<file path="config.mk">
export PLATFORM = sky130hd
export DESIGN_NAME = ipr_arbiter
export DESIGN_NICKNAME = d
export VERILOG_FILES = /design/src/ipr_pkg.sv /design/src/ipr_arbiter.sv /design/src/ipr_lowest_first.sv /design/src/ipr_fast_match.sv
export SDC_FILE = /design/constraint.sdc
export NUM_CORES = 1
export LEC_CHECK = 0
export BUFFER_PORTS_ARGS = -buffer_cell sky130_fd_sc_hd__buf_2
export CAP_MARGIN = 25
export CORE_MARGIN = 3
export CORE_UTILIZATION = 55
export DETAILED_ROUTE_END_ITERATION = 16
export PLACE_DENSITY = 0.87
export REMOVE_ABC_BUFFERS = 1
export SKIP_CTS_REPAIR_TIMING = 1
export SLEW_MARGIN = 0
export SYNTH_ARGS = -nofsm -noshare
export SYNTH_HDL_FRONTEND = slang
export SYNTH_HIERARCHICAL = 1
export SYNTH_SLANG_ARGS = --single-unit
export TNS_END_PERCENT = 5
</file>
<file path="constraint.sdc">
create_clock -name clk_i -period 4.5 [get_ports clk_i]
set_input_delay 0.675 -clock clk_i [delete_from_list [all_inputs] [get_ports clk_i]]
set_output_delay 0.675 -clock clk_i [all_outputs]
set_load 0.02 [all_outputs]
</file>
<file path="src/ipr_pkg.sv">
package ipr_pkg;

  // bus and data widths, source count and priority register count
  localparam int unsigned IPR_AW = 5;
  localparam int unsigned IPR_DW = 16;
  localparam int unsigned IPR_NSRC = 64;
  localparam int unsigned IPR_NPRIO = 7;

  // register offsets, in bus words from the block base
  localparam logic [4:0] OFS_PRIO_0 = 5'h00;
  localparam logic [4:0] OFS_PRIO_6 = 5'h06;
  localparam logic [4:0] OFS_VBA = 5'h07;
  localparam logic [4:0] OFS_FAST_MATCH_0 = 5'h08;
  localparam logic [4:0] OFS_FAST_VECTOR_LOW_0 = 5'h09;
  localparam logic [4:0] OFS_FAST_VECTOR_HIGH_0 = 5'h0a;
  localparam logic [4:0] OFS_FAST_MATCH_1 = 5'h0b;
  localparam logic [4:0] OFS_FAST_VECTOR_LOW_1 = 5'h0c;
  localparam logic [4:0] OFS_FAST_VECTOR_HIGH_1 = 5'h0d;
  localparam logic [4:0] OFS_PEND_0 = 5'h0e;
  localparam logic [4:0] OFS_PEND_3 = 5'h11;
  localparam logic [4:0] OFS_CTRL = 5'h16;

  // writable bit masks; reserved bits read zero and drop writes
  localparam logic [15:0] MASK_PRIO_0 = 16'hf3ff;
  localparam logic [15:0] MASK_PRIO_1 = 16'hffff;
  localparam logic [15:0] MASK_PRIO_2 = 16'hc3ff;
  localparam logic [15:0] MASK_PRIO_3 = 16'hc03f;
  localparam logic [15:0] MASK_PRIO_4 = 16'hffff;
  localparam logic [15:0] MASK_PRIO_5 = 16'hff00;
  localparam logic [15:0] MASK_PRIO_6 = 16'h0fff;
  localparam logic [15:0] MASK_VBA = 16'h3fff;
  localparam logic [15:0] MASK_FIM = 16'h003f;
  localparam logic [15:0] MASK_FIVAL = 16'hffff;
  localparam logic [15:0] MASK_FIVAH = 16'h001f;

  // field positions inside priority_levels_0 (lsb of each 2-bit field)
  localparam int unsigned CLK_LOSS_LSB = 14;
  localparam int unsigned LOW_VOLT_LSB = 12;
  localparam int unsigned DBG_RX_LSB = 8;
  localparam int unsigned DBG_TX_LSB = 6;
  localparam int unsigned DBG_TRACE_LSB = 4;
  localparam int unsigned DBG_BKPT_LSB = 2;
  localparam int unsigned DBG_STEP_LSB = 0;

  // control/status fields
  localparam int unsigned CTRL_INT_BIT = 15;
  localparam int unsigned CTRL_IPIC_LSB = 13;
  localparam int unsigned CTRL_VAB_LSB = 6;
  localparam int unsigned CTRL_DIS_BIT = 5;
  localparam logic [15:0] CTRL_FIXED = 16'h001c;

  // reset values
  localparam logic [15:0] RST_REG = 16'h0000;
  localparam logic [1:0] CODE_OFF = 2'h0;

  // level codes presented to the core
  localparam logic [1:0] IPIC_NONE = 2'h0;
  localparam logic [1:0] IPIC_L0 = 2'h1;
  localparam logic [1:0] IPIC_L1 = 2'h2;
  localparam logic [1:0] IPIC_L23 = 2'h3;

endpackage

</file>
<file path="src/ipr_arbiter.sv">
// Behaviour
// - priority_levels_0 bits 15:14 set clock loss/lock request level.
// - code 00 disables; 01, 10, 11 give levels 1, 2, 3.
// - requests set through priority_levels_0 never reach level 0.
// - priority_levels_0 bits 13:12 set low-voltage request level.
// - priority_levels_0 bits 9:8 set debug receive-full request level.
// - priority_levels_0 bits 7:6 set debug transmit-empty request level.
// - priority_levels_0 bits 5:4 set debug trace request level.
// - priority_levels_0 clears to zero on reset; all its requests disabled.
// - decode priority, base, fast match/vector, pending and control offsets.
// - four read-only pending registers; the last covers sources 63:49.
// - within one level the lowest-numbered source wins.
// - normal vector address is vector base joined with vector number.
// - level-2 match to a fast match register uses its fast address.
// - an enabled pending request signals wake-up to the clock control.
module ipr_arbiter import ipr_pkg::*; (
  input wire logic clk_i, // system clock, 125 MHz
  input wire logic arst_n_i, // asynchronous reset, active low
  input wire logic bus_sel_i, // register access strobe
  input wire logic bus_wr_i, // 1 write, 0 read
  input wire logic [IPR_AW-1:0] bus_addr_i, // word offset from base
  input wire logic [IPR_DW-1:0] bus_wdata_i, // write data
  output logic [IPR_DW-1:0] bus_rdata_o, // read data, one cycle after strobe
  output logic bus_ack_o, // access done pulse
  input wire logic [IPR_NSRC-1:0] irq_i, // source requests, same clock
  output logic irq_req_o, // request presented to the core
  output logic [1:0] irq_ipic_o, // encoded level of that request
  output logic [20:0] vector_addr_o, // address the core jumps to
  output logic [5:0] vector_num_o, // vector number of the request
  output logic fast_o, // address came from a fast register pair
  output logic wake_o // restart clocks in wait or stop
);

  logic [15:0] prio_q [IPR_NPRIO];
  logic [15:0] prio_d [IPR_NPRIO];
  logic [15:0] vba_q, vba_d;
  logic [15:0] fim_q [2];
  logic [15:0] fim_d [2];
  logic [15:0] fival_q [2];
  logic [15:0] fival_d [2];
  logic [15:0] fivah_q [2];
  logic [15:0] fivah_d [2];
  logic int_dis_q, int_dis_d;
  logic [15:0] rdata_q, rdata_d;
  logic ack_q, ack_d;
  logic [IPR_NSRC-1:0] irq_q, irq_d;
  logic [IPR_NSRC-1:0] pend;
  logic [1:0] code [IPR_NSRC];
  logic [IPR_NSRC-1:0] lvl_req [4];
  logic [3:0] lvl_found;
  logic [5:0] lvl_idx [4];
  logic win_any;
  logic [1:0] win_lvl;
  logic [5:0] win_idx;
  logic fast_hit;
  logic [20:0] fast_addr;
  logic req_q, req_d;
  logic [1:0] ipic_q, ipic_d;
  logic [20:0] vaddr_q, vaddr_d;
  logic [5:0] vnum_q, vnum_d;
  logic fast_q, fast_d;
  logic wake_q, wake_d;
  logic wr, rd;

  // writable mask per priority register
  function automatic logic [15:0] prio_mask(input int unsigned r);
    case (r)
      0: prio_mask = MASK_PRIO_0;
      1: prio_mask = MASK_PRIO_1;
      2: prio_mask = MASK_PRIO_2;
      3: prio_mask = MASK_PRIO_3;
      4: prio_mask = MASK_PRIO_4;
      5: prio_mask = MASK_PRIO_5;
      6: prio_mask = MASK_PRIO_6;
      default: prio_mask = 16'h0000;
    endcase
  endfunction

  // level of an enabled field; registers after the first are offset down by one
  function automatic logic [1:0] level_of(input int unsigned s, input logic [1:0] c);
    if (s < 8) begin
      level_of = c;
    end else begin
      level_of = c - 2'h1;
    end
  endfunction

  assign wr = bus_sel_i && bus_wr_i;
  assign rd = bus_sel_i && !bus_wr_i;

  // register write path; reserved bits masked so software zeros are moot
  always_comb begin
    for (int r = 0; r < IPR_NPRIO; r++) begin
      prio_d[r] = prio_q[r];
      if (wr && bus_addr_i == OFS_PRIO_0 + 5'(r)) begin
        prio_d[r] = bus_wdata_i & prio_mask(r);
      end
    end
    vba_d = vba_q;
    if (wr && bus_addr_i == OFS_VBA) begin
      vba_d = bus_wdata_i & MASK_VBA;
    end
    for (int k = 0; k < 2; k++) begin
      fim_d[k] = fim_q[k];
      fival_d[k] = fival_q[k];
      fivah_d[k] = fivah_q[k];
      if (wr && bus_addr_i == OFS_FAST_MATCH_0 + 5'(3 * k)) begin
        fim_d[k] = bus_wdata_i & MASK_FIM;
      end
      if (wr && bus_addr_i == OFS_FAST_VECTOR_LOW_0 + 5'(3 * k)) begin
        fival_d[k] = bus_wdata_i & MASK_FIVAL;
      end
      if (wr && bus_addr_i == OFS_FAST_VECTOR_HIGH_0 + 5'(3 * k)) begin
        fivah_d[k] = bus_wdata_i & MASK_FIVAH;
      end
    end
    int_dis_d = int_dis_q;
    if (wr && bus_addr_i == OFS_CTRL) begin
      int_dis_d = bus_wdata_i[CTRL_DIS_BIT]; // only writable control bit
    end
  end

  // configuration registers; everything clears so all sources start off
  always_ff @(posedge clk_i or negedge arst_n_i) begin
    if (!arst_n_i) begin
      for (int r = 0; r < IPR_NPRIO; r++) begin
        prio_q[r] <= RST_REG;
      end
      vba_q <= RST_REG;
      for (int k = 0; k < 2; k++) begin
        fim_q[k] <= RST_REG;
        fival_q[k] <= RST_REG;
        fivah_q[k] <= RST_REG;
      end
      int_dis_q <= 1'b0;
    end else begin
      prio_q <= prio_d;
      vba_q <= vba_d;
      fim_q <= fim_d;
      fival_q <= fival_d;
      fivah_q <= fivah_d;
      int_dis_q <= int_dis_d;
    end
  end

  // per-source field codes; first register fields named explicitly
  always_comb begin
    for (int s = 0; s < IPR_NSRC; s++) begin
      if (s < 8 * IPR_NPRIO) begin
        code[s] = prio_q[s / 8][(7 - (s % 8)) * 2 +: 2];
      end else begin
        code[s] = CODE_OFF; // no field: never enabled
      end
    end
    code[0] = prio_q[0][CLK_LOSS_LSB +: 2];
    code[1] = prio_q[0][LOW_VOLT_LSB +: 2];
    code[2] = CODE_OFF; // reserved field slot
    code[3] = prio_q[0][DBG_RX_LSB +: 2];
    code[4] = prio_q[0][DBG_TX_LSB +: 2];
    code[5] = prio_q[0][DBG_TRACE_LSB +: 2];
    code[6] = prio_q[0][DBG_BKPT_LSB +: 2];
    code[7] = prio_q[0][DBG_STEP_LSB +: 2];
  end

  // sample sources once so arbitration sees a stable vector
  always_comb begin
    irq_d = irq_i;
  end

  always_ff @(posedge clk_i or negedge arst_n_i) begin
    if (!arst_n_i) begin
      irq_q <= '0;
    end else begin
      irq_q <= irq_d;
    end
  end

  // pending means requesting and enabled; sort into level groups
  always_comb begin
    for (int l = 0; l < 4; l++) begin
      lvl_req[l] = '0;
    end
    for (int s = 0; s < IPR_NSRC; s++) begin
      pend[s] = irq_q[s] && (code[s] != CODE_OFF);
      if (pend[s]) begin
        lvl_req[level_of(s, code[s])][s] = 1'b1;
      end
    end
  end

  // one lowest-number encoder per level
  for (genvar g = 0; g < 4; g++) begin : g_lvl
    ipr_lowest_first #(.N(IPR_NSRC)) u_enc (
      .req_i(lvl_req[g]),
      .found_o(lvl_found[g]),
      .idx_o(lvl_idx[g])
    );
  end

  // highest level first, then its lowest-numbered source
  always_comb begin
    win_any = 1'b0;
    win_lvl = 2'h0;
    win_idx = '0;
    for (int l = 0; l < 4; l++) begin
      if (lvl_found[l]) begin
        win_any = 1'b1;
        win_lvl = 2'(l);
        win_idx = lvl_idx[l];
      end
    end
  end

  ipr_fast_match u_fast (
    .vec_i(win_idx),
    .level_i(win_lvl),
    .fast_match_0_i(fim_q[0]),
    .fast_match_1_i(fim_q[1]),
    .addr0_i({fivah_q[0][4:0], fival_q[0]}),
    .addr1_i({fivah_q[1][4:0], fival_q[1]}),
    .hit_o(fast_hit),
    .addr_o(fast_addr)
  );

  // request to the core; disable bit gates it but not the wake-up
  always_comb begin
    req_d = win_any && !int_dis_q;
    vnum_d = win_idx;
    fast_d = fast_hit && req_d;
    if (fast_hit) begin
      vaddr_d = fast_addr;
    end else begin
      vaddr_d = {vba_q[13:0], 1'b0, win_idx};
    end
    case (win_lvl)
      2'h0: ipic_d = IPIC_L0;
      2'h1: ipic_d = IPIC_L1;
      default: ipic_d = IPIC_L23;
    endcase
    if (!req_d) begin
      ipic_d = IPIC_NONE;
    end
    wake_d = |pend;
  end

  always_ff @(posedge clk_i or negedge arst_n_i) begin
    if (!arst_n_i) begin
      req_q <= 1'b0;
      ipic_q <= IPIC_NONE;
      vaddr_q <= '0;
      vnum_q <= '0;
      fast_q <= 1'b0;
      wake_q <= 1'b0;
    end else begin
      req_q <= req_d;
      ipic_q <= ipic_d;
      vaddr_q <= vaddr_d;
      vnum_q <= vnum_d;
      fast_q <= fast_d;
      wake_q <= wake_d;
    end
  end

  // read mux; unmapped offsets answer zero so software sees no garbage
  always_comb begin
    rdata_d = rdata_q;
    ack_d = bus_sel_i;
    if (rd) begin
      rdata_d = 16'h0000;
      if (bus_addr_i <= OFS_PRIO_6) begin
        rdata_d = prio_q[bus_addr_i[2:0]];
      end else if (bus_addr_i == OFS_VBA) begin
        rdata_d = vba_q;
      end else if (bus_addr_i == OFS_FAST_MATCH_0) begin
        rdata_d = fim_q[0];
      end else if (bus_addr_i == OFS_FAST_VECTOR_LOW_0) begin
        rdata_d = fival_q[0];
      end else if (bus_addr_i == OFS_FAST_VECTOR_HIGH_0) begin
        rdata_d = fivah_q[0];
      end else if (bus_addr_i == OFS_FAST_MATCH_1) begin
        rdata_d = fim_q[1];
      end else if (bus_addr_i == OFS_FAST_VECTOR_LOW_1) begin
        rdata_d = fival_q[1];
      end else if (bus_addr_i == OFS_FAST_VECTOR_HIGH_1) begin
        rdata_d = fivah_q[1];
      end else if (bus_addr_i == OFS_PEND_0) begin
        rdata_d = {pend[16:2], 1'b1};
      end else if (bus_addr_i == OFS_PEND_0 + 5'h01) begin
        rdata_d = pend[32:17];
      end else if (bus_addr_i == OFS_PEND_0 + 5'h02) begin
        rdata_d = pend[48:33];
      end else if (bus_addr_i == OFS_PEND_3) begin
        rdata_d = {1'b0, pend[63:49]};
      end else if (bus_addr_i == OFS_CTRL) begin
        rdata_d = CTRL_FIXED;
        rdata_d[CTRL_INT_BIT] = req_q;
        rdata_d[CTRL_IPIC_LSB +: 2] = ipic_q;
        rdata_d[CTRL_VAB_LSB +: 7] = {1'b0, vnum_q};
        rdata_d[CTRL_DIS_BIT] = int_dis_q;
      end
    end
  end

  always_ff @(posedge clk_i or negedge arst_n_i) begin
    if (!arst_n_i) begin
      rdata_q <= 16'h0000;
      ack_q <= 1'b0;
    end else begin
      rdata_q <= rdata_d;
      ack_q <= ack_d;
    end
  end

  assign bus_rdata_o = rdata_q;
  assign bus_ack_o = ack_q;
  assign irq_req_o = req_q;
  assign irq_ipic_o = ipic_q;
  assign vector_addr_o = vaddr_q;
  assign vector_num_o = vnum_q;
  assign fast_o = fast_q;
  assign wake_o = wake_q;

endmodule

</file>
<file path="src/ipr_lowest_first.sv">
// lowest-numbered active request wins
module ipr_lowest_first import ipr_pkg::*; #(
  parameter int unsigned N = 64
) (
  input wire logic [N-1:0] req_i, // active requests of one level
  output logic found_o, // any request active
  output logic [$clog2(N)-1:0] idx_o // number of the winner
);

  // scan downward so the smallest index is the last to overwrite
  always_comb begin
    found_o = 1'b0;
    idx_o = '0;
    for (int i = N - 1; i >= 0; i--) begin
      if (req_i[i]) begin
        found_o = 1'b1;
        idx_o = ($clog2(N))'(i);
      end
    end
  end

endmodule

</file>
<file path="src/ipr_fast_match.sv">
// fast-interrupt lookup: only a level-2 request may take a fast address
module ipr_fast_match import ipr_pkg::*; (
  input wire logic [5:0] vec_i, // winning vector number
  input wire logic [1:0] level_i, // winning priority level
  input wire logic [15:0] fast_match_0_i, // match value 0
  input wire logic [15:0] fast_match_1_i, // match value 1
  input wire logic [20:0] addr0_i, // fast address 0
  input wire logic [20:0] addr1_i, // fast address 1
  output logic hit_o, // fast handling applies
  output logic [20:0] addr_o // fast vector address
);

  // match 0 has precedence when software programs both equal
  always_comb begin
    hit_o = 1'b0;
    addr_o = '0;
    if (level_i == 2'h2) begin
      if (fast_match_0_i[5:0] == vec_i) begin
        hit_o = 1'b1;
        addr_o = addr0_i;
      end else if (fast_match_1_i[5:0] == vec_i) begin
        hit_o = 1'b1;
        addr_o = addr1_i;
      end
    end
  end

endmodule

</file>
# [After elaboration in Yosys (flattened, before gate mapping)]
# Index checks and enable logic that the tools add are counted.
[word_totals] reg_bits=286 inputBits=89 out_inout_bits=49
[op_classes] addsub=48 order_cmp=112 eq_ne=22 mux=775 bitwise_logic=117 n_reduce_logical=189
[ops] cell="two-way mux 256 bit" n=55
[ops] cell="OR 256 bit" n=54
[ops] cell="demux 64 bit (select 2 bit)" n=55
[ops] cell="two-way mux 6 bit" n=261
[ops] cell="two-way mux 16 bit" n=23
[ops] cell="two-way mux 1 bit" n=265
[ops] cell="greater-or-equal comparator 3 bit (second input constant)" n=55
[ops] cell="less-than comparator 3 x 1 -> 1 bit (second input constant)" n=55
[ops] cell="NOT 2 -> 3 bit" n=55
[ops] cell="logical AND 1 bit" n=129
[ops] cell="two-way mux 2 bit" n=59
[ops] cell="AND 16 bit" n=7
[ops] cell="nonzero test 2 bit" n=55
[ops] cell="two-way mux 21 bit" n=5
[ops] cell="subtractor 2 x 1 -> 2 bit (second input constant)" n=48
[ops] cell="two-way mux 56 bit" n=1
[ops] cell="two-way mux 55 bit" n=1
[ops] cell="OR reduction 55 bit" n=1
[ops] cell="two-way mux 54 bit" n=1
[ops] cell="two-way mux 53 bit" n=1
[ops] cell="two-way mux 52 bit" n=1
[ops] cell="two-way mux 51 bit" n=1
[ops] cell="two-way mux 50 bit" n=1
[ops] cell="two-way mux 49 bit" n=1
[ops] cell="58 further kinds" n=73

# [Longest topological paths before layout]
[depth] word_depth=190 ltp_mapped=20 ltp_nobuf=16

# [Hierarchy]
# The synthesis kept the hierarchy.
[modules_own_cells] module="ipr_arbiter" n_inst=1 cells_per_inst=1090 area_per_inst_um2=12031.5
[modules_own_cells] module="ipr_lowest_first" n_inst=4 cells_per_inst=140 area_per_inst_um2=763.2
[modules_own_cells] module="ipr_fast_match" n_inst=1 cells_per_inst=95 area_per_inst_um2=664.4

# [Least setup slack after synthesis]
# OpenSTA, ideal clock, no wires.
[synth_path] path_type="register -> register" startpoint="register prio_q (netlist bit code[64])" endpoint="register vaddr_q[0], in the netlist vector_addr_o[0]" setup_time_ns=0.125 arrival_ns=4.159 path_slack_ns=0.216 path_stages_with_launch=19 n_path_buf=3 period_less_slack_ns=4.284 cell_sequence="dfrtp_1 -> and3_1 -> or4_4 -> or2_1 -> nor3_1 -> nand2_1 -> clkbuf_1 -> nor2_1 -> inv_1 -> nor2_1 -> and2_1 -> clkbuf_1 -> a221o_1 -> xor2_1 -> nor4_2 -> a22oi_1 -> nor2b_1 -> buf_1 -> mux2_2"
[synth_lines] element="from (decl)" line="ipr_arbiter.sv:34" text="logic [15:0] prio_q [IPR_NPRIO];"
[synth_lines] element="from (signal assigned)" line="ipr_arbiter.sv:137" text="prio_q <= prio_d;"
[synth_lines] element="to (signal assigned)" line="ipr_arbiter.sv:257" text="vaddr_q <= vaddr_d;"
[synth_lines] element="to (decl)" line="ipr_arbiter.sv:59" text="logic [20:0] vaddr_q, vaddr_d;"

==> impl_metrics.py <==
metrics = {
    "run_status": {
        "outcome": "finished, final reports clean",
    },
    "critical_path": {
        "critPathRequiredTime_ps": 5000,
        "r2r_setup_slack_ps": 110,
        "crit_fanout": 19,
        "regToRegEndpoint": "vector_addr_o[18]",
        "endpoint_kind": "flip-flop",
        "r2r-start": "irq_q[9]",
        "path_class": "reg2reg",
        "crit_arrival_ps": 4890,
        "rr_worst_depth": 14,
        "cp-start-kind": "flip-flop",
    },
    "timing": {
        "post-route-period-util": 0.975,
        "finalSetupTns_ps": 0,
        "tightest_slew_ps": 950,
        "max_slew_margin": 0.360,
        "rsz0062_at_grt": "no",
        "fmax_mhz": 228,
        "hold_ws_ps": 196,
        "min_period_ps": 4390,
        "setup_violations": 0,
        "drv_slew": 0,
        "finalHoldViolations": 0,
        "fin_worst_skew_ps": 34.4,
    },
    "worst_hold_path": {
        "hold_path_class": "in2async",
    },
    "yosys": {
        "avgSynthCellArea_um2": 9.03,
        "synth_xor_area_frac": 0.00667,
        "netlist_area_mm2": 0.0157,
        "ys_top_cells_by_area": "dfrtp_1 (39%), mux2_2 (13%), nor2_1 (5.5%), nand2_1 (3.9%), o21ai_0 (3.1%)",
        "syn_inst": 1745,
        "synth.distinct_cells": 75,
        "synth_ff_type": "dfrtp_1",
        "yosysTopAreaCell": "dfrtp_1",
        "synth_top_area_frac": 0.392,
        "muxShareOfSynthArea": 0.165,
        "synthAdderAreaFrac": 0,
        "ys_seq_elements": 247,
        "ys_seq_area_frac": 0.392,
        "synth_edf_count": 0,
        "synth-simple-area-share": 0.243,
        "ys_warn_count": 6,
        "synth-async-reset-ratio": 1.00,
        "synth_top_family_by_area": "simple AND/OR/NAND/NOR gates",
        "synth-compound-area-share": 0.156,
    },
    "cells_and_area": {
        "layout.nets": 2379,
        "drive_gt1_frac": 0.192,
        "mostFrequentLayoutCells": "conb_1 (420), dfrtp_1 (247), nor2_1 (229)",
        "syn_to_final_growth_pct": 23.7,
        "final_common_cell": "conb_1",
    },
    "die": {
        "fp.dieW_um": 175,
        "core_mm2": 0.0280,
        "die_area_mm2": 0.0307,
        "start_util": 0.562,
        "ios": 138,
        "die_h_um": 175,
        "rows": 61,
    },
    "clocking": {
        "htree_levels": 1,
        "clockBufferDepth": 3,
        "cts.sinks": 247,
        "cts_made_buffers": 27,
        "cts.reportedPaths.clkPinSlew_ps": 60,
        "clk_latency_ps": 570,
        "root_buffer": "clkbuf_16",
        "cts_tree": "done",
    },
    "grt": {
        "globalRouteTotalUtil": 0.410,
        "overflow": 0,
        "grt_max_degree": 111,
        "busiest_layer": "met2",
        "grt_use_met3": 0.124,
        "grt_pass1_vias": 15300,
        "grt.met2_usage": 0.614,
        "globalRouteMet1Util": 0.560,
        "grt_pass1_wl_um": 94700,
        "antenna_found_initial": 3,
    },
    "pwr": {
        "combPwrFrac": 0.234,
        "switching_share": 0.336,
        "pwr-share-clk": 0.359,
        "power_density_mw_per_mm2": 355,
        "p_leak_nw": 9.17,
        "total_power_mw": 6.91,
        "peakVddDrop_mv": 0.398,
        "p_switching_mw": 2.32,
        "p_int_mw": 4.59,
        "power_frac_seq": 0.407,
    },
    "routing": {
        "drc": 0,
        "dr.first_iter.drc_count": 2405,
        "via_per_inst": 6.06,
        "wire_per_inst_um": 23.8,
        "totalWireLength_um": 64000,
        "ant_nets": 0,
        "vias": 16300,
        "dr.pass1.iters": 6,
    },
    "placement": {
        "io_buffers": 116,
        "gp_routability_congestion": 1.05,
        "dp_hpwl_um": 48700,
    },
    "job": {
        "drv_cap": 0,
    },
}
[synthesized netlist by cell type (6+ instances only)]
library cell and instances:
dfrtp_1 247, nor2_1 229, mux2_2 175, nand2_1 163, o21ai_0 97, a21oi_1 77, nor4_1 63, nor3_1 61
inv_1 56, and3_1 54, nand4_1 43, mux2i_1 37, clkbuf_1 27, nand3_1 27, nor2b_1 26, buf_2 24
o21ai_1 19, a31oi_1 16, and3b_1 13, or4_4 13, nand2b_1 12, o211ai_1 12, xor2_1 12, a311oi_1 11
a221oi_1 10, a22oi_1 10, mux2_4 10, o31ai_1 10, or4_1 10, a2111oi_0 9, and2_1 9, a221o_1 8
buf_1 8, nor2_2 8, o221ai_1 8, o22ai_1 8, o311ai_1 8, a32oi_1 7, a211oi_1 6, a41oi_1 6
o2bb2ai_1 6
[cell type report]
class	instances	area [um2]
antenna	2	5.00
clock buffer	34	742
clock inverter	13	249
fill	2217	8530
inverter	56	210
multi-input combinational	1794	10600
sequential	247	6180
tap	378	473
timing repair buffer	164	988
[worst max path at each step]
stage,from,end,slack [ps],cells past startpoint
6_report,irq_q[9],vector_addr_o[18],110,14
3_3_place_gp,irq_q[9],vector_addr_o[2],250,14
4_1_cts,code[66],vector_addr_o[5],20,16
2_1_floorplan,code[64],vector_addr_o[0],-890,15
3_5_place_dp,code[66],vector_addr_o[18],70,16
5_1_grt,irq_q[3],vector_addr_o[18],4,16
[layer usage]
metal  share of wire  up-vias
li1                -     7195
met1            0.39     7758
met2            0.43     1123
met3            0.13      201
met4           0.047        4
met5         0.00037        -
[flip-flops by register name, indices dropped and copies added (netlist names)]
signal and flops:
irq_req_o 1, code 86, wake_o 1, fival_q 32
irq_ipic_o 2, vector_addr_o 21, fim_q 12, bus_rdata_o 16
fast_o 1, vector_num_o 6, int_dis_q 1, irq_q 43
vba_q 14, fivah_q 10, bus_ack_o 1
[power groups by stage]
stage / clock network, mW / logic (mW) / registers, mW
2_1_floorplan: 0 / 0.859 / 2.75
3_3_place_gp: 0 / 1.49 / 2.81
3_5_place_dp: 0 / 1.53 / 2.82
4_1_cts: 2.48 / 1.54 / 2.79
5_1_grt: 2.57 / 1.72 / 2.83
6_report: 2.48 / 1.62 / 2.81
[metrics by stage]
stage                     setup slack [ps]  cells  cell area, um2  utilization
after floorplan                       -891   2097           17000            -
after global placement                 245   2639           18400        0.659
after detailed placement              71.8   2639           18400        0.659
after CTS                             17.2   2686           19400        0.694
after global routing                  3.79   2686           19500        0.695
final                                  112   2688           19500        0.696
[kinds of logic after synthesis]
| kind of cell | Yosys count |
|---|---|
| AO/OA/AOI/OAI | 375 |
| other | 1 |
| AND/OR/NAND/NOR | 760 |
| flip-flops | 247 |
| XOR/XNOR | 12 |
| multiplexers | 227 |
| buffers and inverters | 123 |
[worst max-delay path, stage by stage, from the launching register on]
cell and delay [ps]:
dfrtp_1 440, nand2_1 100, nor2_1 100, nor2_1 260, nand3_1 170, a2111oi_1 710, o21ai_0 170, a21oi_1 500
a221o_2 370, xor2_1 140, nor4_4 330, and2_1 270, buf_12 210, mux2i_1 300, mux2_2 220
Note: power is estimated with default switching activity, not from simulation.
